$ cat src/dtm_cfg.svh
`ifndef DTM_CFG_SVH
`define DTM_CFG_SVH

`define DTM_CLK_HZ        100000000
`define DTM_TEMP_W        8
`define DTM_TMR_W         40
`define DTM_MCNT_W        16
`define DTM_Q_DEPTH       8
`define DTM_Q_AW          3

// polling periods in minutes, and the log save interval
`define DTM_PER_LOW_MIN   5
`define DTM_PER_MID_MIN   15
`define DTM_PER_HIGH_MIN  10
`define DTM_SAVE_LO_MIN   26
`define DTM_SAVE_HI_MIN   35
`define DTM_SAVE_MIN      30

`define DTM_PER_LOW_CYC   (64'(`DTM_PER_LOW_MIN) * 64'd60 * 64'(`DTM_CLK_HZ))
`define DTM_PER_MID_CYC   (64'(`DTM_PER_MID_MIN) * 64'd60 * 64'(`DTM_CLK_HZ))
`define DTM_PER_HIGH_CYC  (64'(`DTM_PER_HIGH_MIN) * 64'd60 * 64'(`DTM_CLK_HZ))
`define DTM_SAVE_CYC      (64'(`DTM_SAVE_MIN) * 64'd60 * 64'(`DTM_CLK_HZ))

// measurement window in microseconds: least rounds up, longest rounds down
`define DTM_MEAS_MIN_US   200
`define DTM_MEAS_MAX_US   440
`define DTM_MEAS_MIN_CYC  ((64'(`DTM_MEAS_MIN_US) * 64'(`DTM_CLK_HZ) + 64'd999999) / 64'd1000000)
`define DTM_MEAS_MAX_CYC  ((64'(`DTM_MEAS_MAX_US) * 64'(`DTM_CLK_HZ)) / 64'd1000000)

// thresholds in degrees celsius
`define DTM_THR1_LO       8'h06
`define DTM_THR1_HI       8'h41
`define DTM_THR1_DEF      8'h36
`define DTM_THR2          8'h41
`define DTM_HYST          8'h05
`define DTM_ZERO          8'h00

`endif

$ cat src/dtm_pkg.sv
`include "dtm_cfg.svh"

package dtm_pkg;

	typedef logic [`DTM_TEMP_W-1:0] dtm_temp_t;
	typedef logic [`DTM_TMR_W-1:0]  dtm_tmr_t;
	typedef logic [`DTM_MCNT_W-1:0] dtm_mcnt_t;
	typedef logic [`DTM_Q_AW-1:0]   dtm_qaddr_t;

	typedef enum logic [1:0] {
		BAND_LOW,
		BAND_MID,
		BAND_HIGH
	} dtm_band_t;

	typedef enum logic {
		MS_IDLE,
		MS_WAIT
	} dtm_meas_t;

	typedef struct packed {
		dtm_band_t band;
		logic      failure_prediction_event;
		logic      meas_fault;
		dtm_temp_t temp;
	} dtm_status_t;

	typedef struct packed {
		logic      valid;
		dtm_temp_t temp;
	} dtm_rec_t;

endpackage : dtm_pkg

$ cat src/dtm_log_mem.sv
`timescale 1ns/10ps
`default_nettype none

module dtm_log_mem
	import dtm_pkg::*;
(
	// clock
	input  wire logic       mclk,
	// write side
	input  wire logic       wr_en,
	input  wire dtm_qaddr_t wr_addr,
	input  wire dtm_temp_t  wr_data,
	// read side
	input  wire logic       rd_en,
	input  wire dtm_qaddr_t rd_addr,
	output var  dtm_temp_t  rd_data
);

	dtm_temp_t mem [`DTM_Q_DEPTH];

	always_ff @(posedge mclk) begin
		if (wr_en) begin
			mem[wr_addr] <= wr_data;
		end
		if (rd_en) begin
			rd_data <= mem[rd_addr];
		end
	end

endmodule : dtm_log_mem

`default_nettype wire

$ cat src/dtm_monitor.sv
// Overview of operation
// - measure once right after reset release
// - repoll every 5, 15 or 10 minutes by band
// - negative readings are recorded as zero
// - no log below threshold one; errors get temperature
// - threshold one from host byte 6..65
// - zero or out-of-range byte gives 54
// - above threshold one: flag event, queue log unless the queue is full
// - warn host only above threshold one
// - leave band only 5 degrees below trigger
// - measurement lasts 200 to 440 us
// - logged values go out with periodic save
// - periodic save every 26 to 35 minutes
`timescale 1ns/10ps
`default_nettype none

module dtm_monitor
	import dtm_pkg::*;
#(
	parameter dtm_tmr_t  PER_LOW_CYC  = dtm_tmr_t'(`DTM_PER_LOW_CYC),
	parameter dtm_tmr_t  PER_MID_CYC  = dtm_tmr_t'(`DTM_PER_MID_CYC),
	parameter dtm_tmr_t  PER_HIGH_CYC = dtm_tmr_t'(`DTM_PER_HIGH_CYC),
	parameter dtm_tmr_t  SAVE_CYC     = dtm_tmr_t'(`DTM_SAVE_CYC),
	parameter dtm_mcnt_t MEAS_MIN_CYC = dtm_mcnt_t'(`DTM_MEAS_MIN_CYC),
	parameter dtm_mcnt_t MEAS_MAX_CYC = dtm_mcnt_t'(`DTM_MEAS_MAX_CYC)
) (
	// clock and reset
	input  wire logic        mclk,
	input  wire logic        rst_n,
	// sensor pins
	output var  logic        sense_start,
	input  wire logic        sense_done,
	input  wire logic [7:0]  sense_data,
	// host configuration and notification
	input  wire dtm_temp_t   thr_cfg,
	input  wire logic        warn_enable,
	input  wire logic        event_clear,
	output var  logic        host_warning,
	output var  dtm_status_t status,
	// error record request from the drive logic
	input  wire logic        err_req,
	output var  dtm_rec_t    err_rec,
	// periodic log save
	output var  dtm_rec_t    log_wr,
	output var  logic        log_save
);

	////////////////////////////////////////////////////////////////////////////////
	// threshold selection

	function automatic logic thr_in_range(input dtm_temp_t v);
		return (v >= `DTM_THR1_LO) && (v <= `DTM_THR1_HI);
	endfunction : thr_in_range

	wire logic      cfg_ok    = thr_in_range(thr_cfg);
	wire dtm_temp_t thr1      = cfg_ok ? thr_cfg : `DTM_THR1_DEF;
	wire dtm_temp_t thr1_exit = thr1 - `DTM_HYST;
	wire dtm_temp_t thr2_exit = `DTM_THR2 - `DTM_HYST;

	////////////////////////////////////////////////////////////////////////////////
	// pin synchronisers; data is held by the sensor while done is high

	logic       done_s1, done_s2;
	logic [7:0] data_s1, data_s2;

	always_ff @(posedge mclk) begin
		done_s1 <= sense_done;
		done_s2 <= done_s1;
		data_s1 <= sense_data;
		data_s2 <= data_s1;
	end

	////////////////////////////////////////////////////////////////////////////////
	// measurement sequencing

	dtm_meas_t mstate;
	dtm_mcnt_t meas_cnt;
	dtm_tmr_t  per_tmr;
	dtm_band_t band;
	dtm_temp_t last_temp;
	logic      event_flag;
	logic      fault;

	wire logic      start_now = (mstate == MS_IDLE) && (per_tmr == '0);
	wire logic      take      = (mstate == MS_WAIT) && done_s2
		&& (meas_cnt >= MEAS_MIN_CYC);
	wire logic      tmo       = (mstate == MS_WAIT) && !take
		&& (meas_cnt >= MEAS_MAX_CYC);
	wire logic      res_neg   = data_s2[7];
	wire dtm_temp_t temp_c    = res_neg ? `DTM_ZERO : data_s2;
	wire logic      over1     = temp_c > thr1;
	wire logic      over2     = temp_c > `DTM_THR2;

	dtm_band_t next_band;
	always_comb begin
		next_band = band;
		unique case (band)
			BAND_LOW: begin
				if (over2)
					next_band = BAND_HIGH;
				else if (over1)
					next_band = BAND_MID;
			end
			BAND_MID: begin
				if (over2)
					next_band = BAND_HIGH;
				else if (temp_c < thr1_exit)
					next_band = BAND_LOW;
			end
			BAND_HIGH: begin
				if (temp_c < thr2_exit)
					next_band = (temp_c < thr1_exit) ? BAND_LOW : BAND_MID;
			end
			default: next_band = BAND_LOW;
		endcase
	end

	wire dtm_band_t per_band = take ? next_band : band;
	wire dtm_tmr_t  next_per = (per_band == BAND_HIGH) ? PER_HIGH_CYC :
		(per_band == BAND_MID) ? PER_MID_CYC : PER_LOW_CYC;

	always_ff @(posedge mclk) begin
		if (!rst_n) begin
			mstate   <= MS_IDLE;
			meas_cnt <= '0;
			per_tmr  <= '0;
		end else begin
			unique case (mstate)
				MS_IDLE: begin
					if (start_now)
						mstate <= MS_WAIT;
					else
						per_tmr <= per_tmr - dtm_tmr_t'(1);
					meas_cnt <= '0;
				end
				MS_WAIT: begin
					meas_cnt <= meas_cnt + dtm_mcnt_t'(1);
					if (take || tmo) begin
						mstate  <= MS_IDLE;
						per_tmr <= next_per;
					end
				end
			endcase
		end
	end

	// the band only moves on a completed reading; a timed out one keeps it
	always_ff @(posedge mclk) begin
		if (!rst_n) begin
			band      <= BAND_LOW;
			last_temp <= `DTM_ZERO;
			event_flag <= 1'b0;
			fault     <= 1'b0;
		end else begin
			if (take) begin
				band      <= next_band;
				last_temp <= temp_c;
			end
			// a new event in the clearing cycle wins
			event_flag <= (take && over1) || (event_flag && !event_clear);
			fault      <= tmo || (fault && !event_clear);
		end
	end

	////////////////////////////////////////////////////////////////////////////////
	// host-facing outputs

	always_ff @(posedge mclk) begin
		if (!rst_n) begin
			sense_start  <= 1'b0;
			host_warning <= 1'b0;
			err_rec      <= '0;
		end else begin
			sense_start  <= start_now;
			host_warning <= take && over1 && warn_enable;
			err_rec      <= '{valid: err_req, temp: take ? temp_c : last_temp};
		end
	end

	assign status = '{band: band, failure_prediction_event: event_flag,
		meas_fault: fault, temp: last_temp};

	////////////////////////////////////////////////////////////////////////////////
	// log queue; entries wait here until the periodic save drains them

	dtm_qaddr_t wr_ptr, rd_ptr;
	logic [`DTM_Q_AW:0] q_cnt;
	dtm_tmr_t   save_tmr;
	logic       draining;
	logic       rd_vld;
	dtm_temp_t  rd_data;

	// when full the newest reading is dropped; older history is kept
	wire logic q_wr    = take && over1 && (q_cnt != (`DTM_Q_AW+1)'(`DTM_Q_DEPTH));
	wire logic q_rd    = draining && (q_cnt != '0);
	wire logic save_go = (save_tmr == '0) && !draining;

	dtm_log_mem u_mem (
		.mclk    (mclk),
		.wr_en   (q_wr),
		.wr_addr (wr_ptr),
		.wr_data (temp_c),
		.rd_en   (q_rd),
		.rd_addr (rd_ptr),
		.rd_data (rd_data)
	);

	always_ff @(posedge mclk) begin
		if (!rst_n) begin
			wr_ptr   <= '0;
			rd_ptr   <= '0;
			q_cnt    <= '0;
			save_tmr <= SAVE_CYC;
			draining <= 1'b0;
			rd_vld   <= 1'b0;
			log_wr   <= '0;
			log_save <= 1'b0;
		end else begin
			wr_ptr   <= wr_ptr + dtm_qaddr_t'(q_wr);
			rd_ptr   <= rd_ptr + dtm_qaddr_t'(q_rd);
			q_cnt    <= q_cnt + (`DTM_Q_AW+1)'(q_wr) - (`DTM_Q_AW+1)'(q_rd);
			save_tmr <= save_go ? SAVE_CYC : (draining ? save_tmr : save_tmr - dtm_tmr_t'(1));
			rd_vld   <= q_rd;
			log_wr   <= '{valid: rd_vld, temp: rd_vld ? rd_data : `DTM_ZERO};
			log_save <= draining && !q_rd && !rd_vld;
			if (save_go)
				draining <= 1'b1;
			else if (!q_rd && !rd_vld)
				draining <= 1'b0;
		end
	end
endmodule : dtm_monitor

`default_nettype wire

$ cat config.mk
export PLATFORM = sky130hd
export DESIGN_NAME = dtm_monitor
export DESIGN_NICKNAME = d
export VERILOG_FILES = /design/src/dtm_pkg.sv /design/src/dtm_log_mem.sv /design/src/dtm_monitor.sv
export VERILOG_INCLUDE_DIRS = /design/src /design/src/src
export SDC_FILE = /design/constraint.sdc
export NUM_CORES = 1
export LEC_CHECK = 0
export BUFFER_PORTS_ARGS = -buffer_cell sky130_fd_sc_hd__clkbuf_2
export CAP_MARGIN = 20
export CORE_ASPECT_RATIO = 1.5
export CORE_UTILIZATION = 45
export DETAILED_ROUTE_END_ITERATION = 16
export HOLD_SLACK_MARGIN = 0.03
export SLEW_MARGIN = 25
export SYNTH_ARGS = -nofsm -noshare
export SYNTH_HDL_FRONTEND = slang
export SYNTH_SLANG_ARGS = --single-unit
$ cat constraint.sdc
create_clock -name mclk -period 3.5 [get_ports mclk]
set_input_delay 0 -clock mclk [delete_from_list [all_inputs] [get_ports mclk]]
set_output_delay 0 -clock mclk [all_outputs]
set_load 0.005 [all_outputs]
==> impl_metrics.json <==
{
  "status": "finished, final reports clean",
  "cpLargestDelayFamily": "simple AND/OR/NAND/NOR gates",
  "viasPerCell": 5.464,
  "grt_pass1_vias": 6872,
  "setup_viol": 0,
  "worst_slew_pin_slew_ns": 0.7080,
  "cp_num_cells": 10,
  "timing.rr.start": "meas_cnt[6]",
  "grt_pass1_wl_mm": 34.83,
  "area.sequential_mm2": 0.004895,
  "regToRegEndpoint": "per_tmr[22]",
  "core_area_mm2": 0.02098,
  "cts-root-buf": "clkbuf_16",
  "max-slew-margin-rel_pct": 52.73,
  "fin_util_pct": 52.83,
  "wl_per_cell_um": 16.26,
  "dp_hpwl_mm": 14.77,
  "layout_commonest_cell": "dfxtp_1",
  "yosys-top-cells-area": "dfxtp_1 (31%), edfxtp_1 (20%), nor2_1 (4.3%)",
  "drc": 0,
  "clock_path_buffers": 3,
  "drtIter0Drc": 269,
  "fmaxAchievable_ghz": 0.3184,
  "cp-start-kind": "flip-flop",
  "syn_to_final_growth_pct": 15.29,
  "num_rows": 65,
  "finalHoldViolCount": 0,
  "cts_made_buffers": 22,
  "synthArstFlopShare_pct": 0,
  "die_h_um": 181.0,
  "layout-drive-gt1-share_pct": 14.88,
  "seq_area_frac_synth_pct": 50.91,
  "syn-cell-area_mm2": 0.009614,
  "period_share_pct": 89.74,
  "critPathKind": "flip-flop to flip-flop",
  "final_nets": 1066,
  "antenna_found_initial": 0,
  "worstHoldPathType": "primary input to flip-flop",
  "fin_skew_ns": 0.01461,
  "crit_path_frequent_cell": "o21ai_0",
  "most-common-layout-cells": "dfxtp_1 (150), nor2_1 (109), nand2_1 (68)",
  "grt_usage_pct": 19.93,
  "startpoint": "meas_cnt[6]",
  "port_buffers": 51,
  "vias": 7081,
  "yosysWarnings": 0,
  "initial_core_util_pct": 45.82,
  "cp_slowest_cell": "o21ai_0",
  "ant_nets": 0,
  "synth_area_per_cell_um2": 10.22,
  "die_area_mm2": 0.02197,
  "path_cells": "nor4_1 > o21ai_0 > nand3_1 > nor3_1 > o21ai_0 > and2_1 > ha_1 > mux2_2 > a21oi_1 > o211a_1",
  "cp-endpoint": "per_tmr[22]",
  "p_leak_uw": 0.004234,
  "gp_congestion": 0.8701,
  "reg2regPathDepth": 10,
  "multi_input_area_mm2": 0.004383,
  "worst-r2r-setup-slack_ns": 0.36,
  "synth_seq_cells": 213,
  "yosys.area.top_type": "dfxtp_1",
  "first_pass_iters": 5,
  "clock-sinks": 213,
  "ctsResizeCount": 0,
  "fin_tns_setup_ns": 0,
  "rsz0062_at_grt": "no",
  "syn_inst": 941,
  "diodes": 0,
  "peakVddDrop_v": 0.0004095,
  "synth_cell_types": 72,
  "holdWs_ns": 0.1408,
  "synth_edf_count": 63,
  "synth-main-ff-cell": "dfxtp_1",
  "die_w_um": 121.3,
  "path_max_fanout": 10,
  "cts_tree": "yes",
  "path_buf_inv": 0,
  "n_fill_cell": 1944,
  "slew_violations": 0,
  "period_needed_ns": 3.141,
  "h-tree-depth": 1,
  "cpPeakStageDelay_ns": 0.49,
  "required_ns": 3.95,
  "yosys.area.top_type_share_pct": 31.23,
  "grt_max_degree": 35,
  "ios": 55,
  "overflow": 0,
  "critPathArrivalTime_ns": 3.59,
  "worstSkewPairLatency_ns": 0.51,
  "max_cap_viol_count": 0,
  "routed_wl_mm": 21.08,
  "p_per_area_mw_per_mm2": 695.4,
  "clk_pin_slew_worst_paths_ns": 0.06,
  "cp-end-kind": "flip-flop"
}
## cells in the mapped netlist, types with 13 or more instances
cell type / count
and2_1: 13
or4_1: 16
nand2b_1: 17
nand2_1: 68
ha_1: 31
o21ai_0: 40
dfxtp_1: 150
inv_1: 25
mux4_2: 14
xor2_1: 24
edfxtp_1: 63
nor3_1: 31
nor4_1: 24
buf_4: 14
and3_1: 15
a21oi_1: 46
nand3_1: 24
xnor2_1: 30
or3_1: 14
nor2_1: 109
clkbuf_1: 25
## registers in the layout, indices dropped and copies added, names as in the netlist, 2 cells and up
signal,flops
data_s2,8
u_mem.mem,56
data_s1,8
rd_ptr,3
q_cnt,4
per_tmr,40
band,2
u_mem.rd_data,7
meas_cnt,16
wr_ptr,3
save_tmr,40
log_wr,8
err_rec,8
## kinds of logic after synthesis
kind of cell             after synthesis  share of synthesized area [%]
AO/OA/AOI/OAI                        157                          10.33
XOR/XNOR                              54                          4.919
adder cells (fa/ha/maj)               32                          4.243
buffers and inverters                 74                          3.579
flip-flops                           213                          50.91
multiplexers                          31                          5.167
other                                  2                        0.07811
AND/OR/NAND/NOR                      378                          20.77
## power by group
group | switching, uW | total, uW | internal [uW]
Sequential | 236 | 3000 | 2760
Clock | 965 | 2430 | 1460
Combinational | 1390 | 2290 | 894
## timing repair
action / CTS / global route
setup buffers: 0 / 0
hold buffers: 13 / 0
endpoints found under the hold margin: 27 / 0
## final cells by class
class,count,area share [%]
multi-input combinational,656,39.54
clock buffer,28,5.531
sequential,213,44.16
timing repair buffer,93,5.554
tap,268,3.025
clock inverter,12,1.309
inverter,26,0.8805
## worst min path at each step
stage,startpoint,to,slack [ns],cells past startpoint
CTS,sense_data[7],data_s1[7],0.12,2
finish,sense_data[7],data_s1[7],0.14,2
global route,sense_data[7],data_s1[7],0.14,2
floorplan,sense_data[0],data_s1[0],0.03,0
global placement,sense_data[7],data_s1[7],0.10,1
detailed placement,sense_data[7],data_s1[7],0.10,1
## per-layer routing
layer | up-vias | wire length, um | track usage (%)
met5 | - | 0 | 0
met3 | 44 | 829 | 2.652
met4 | 0 | 654 | 7.605
met1 | 3347 | 8470 | 22.68
met2 | 137 | 11120 | 36.93
li1 | 3553 | - | -
## through the flow
stage,total power [uW],instances,worst slack [ns],cell area (um2)
detailed placement,5305,1243,0.2477,10200
floorplan,4640,943,0.1814,9622
global placement,5296,1243,0.3112,10200
finish,7708,1296,0.3592,11080
CTS,7761,1296,0.3250,11080
global route,8164,1296,0.08335,11080
(Power assumes the default switching activity.)
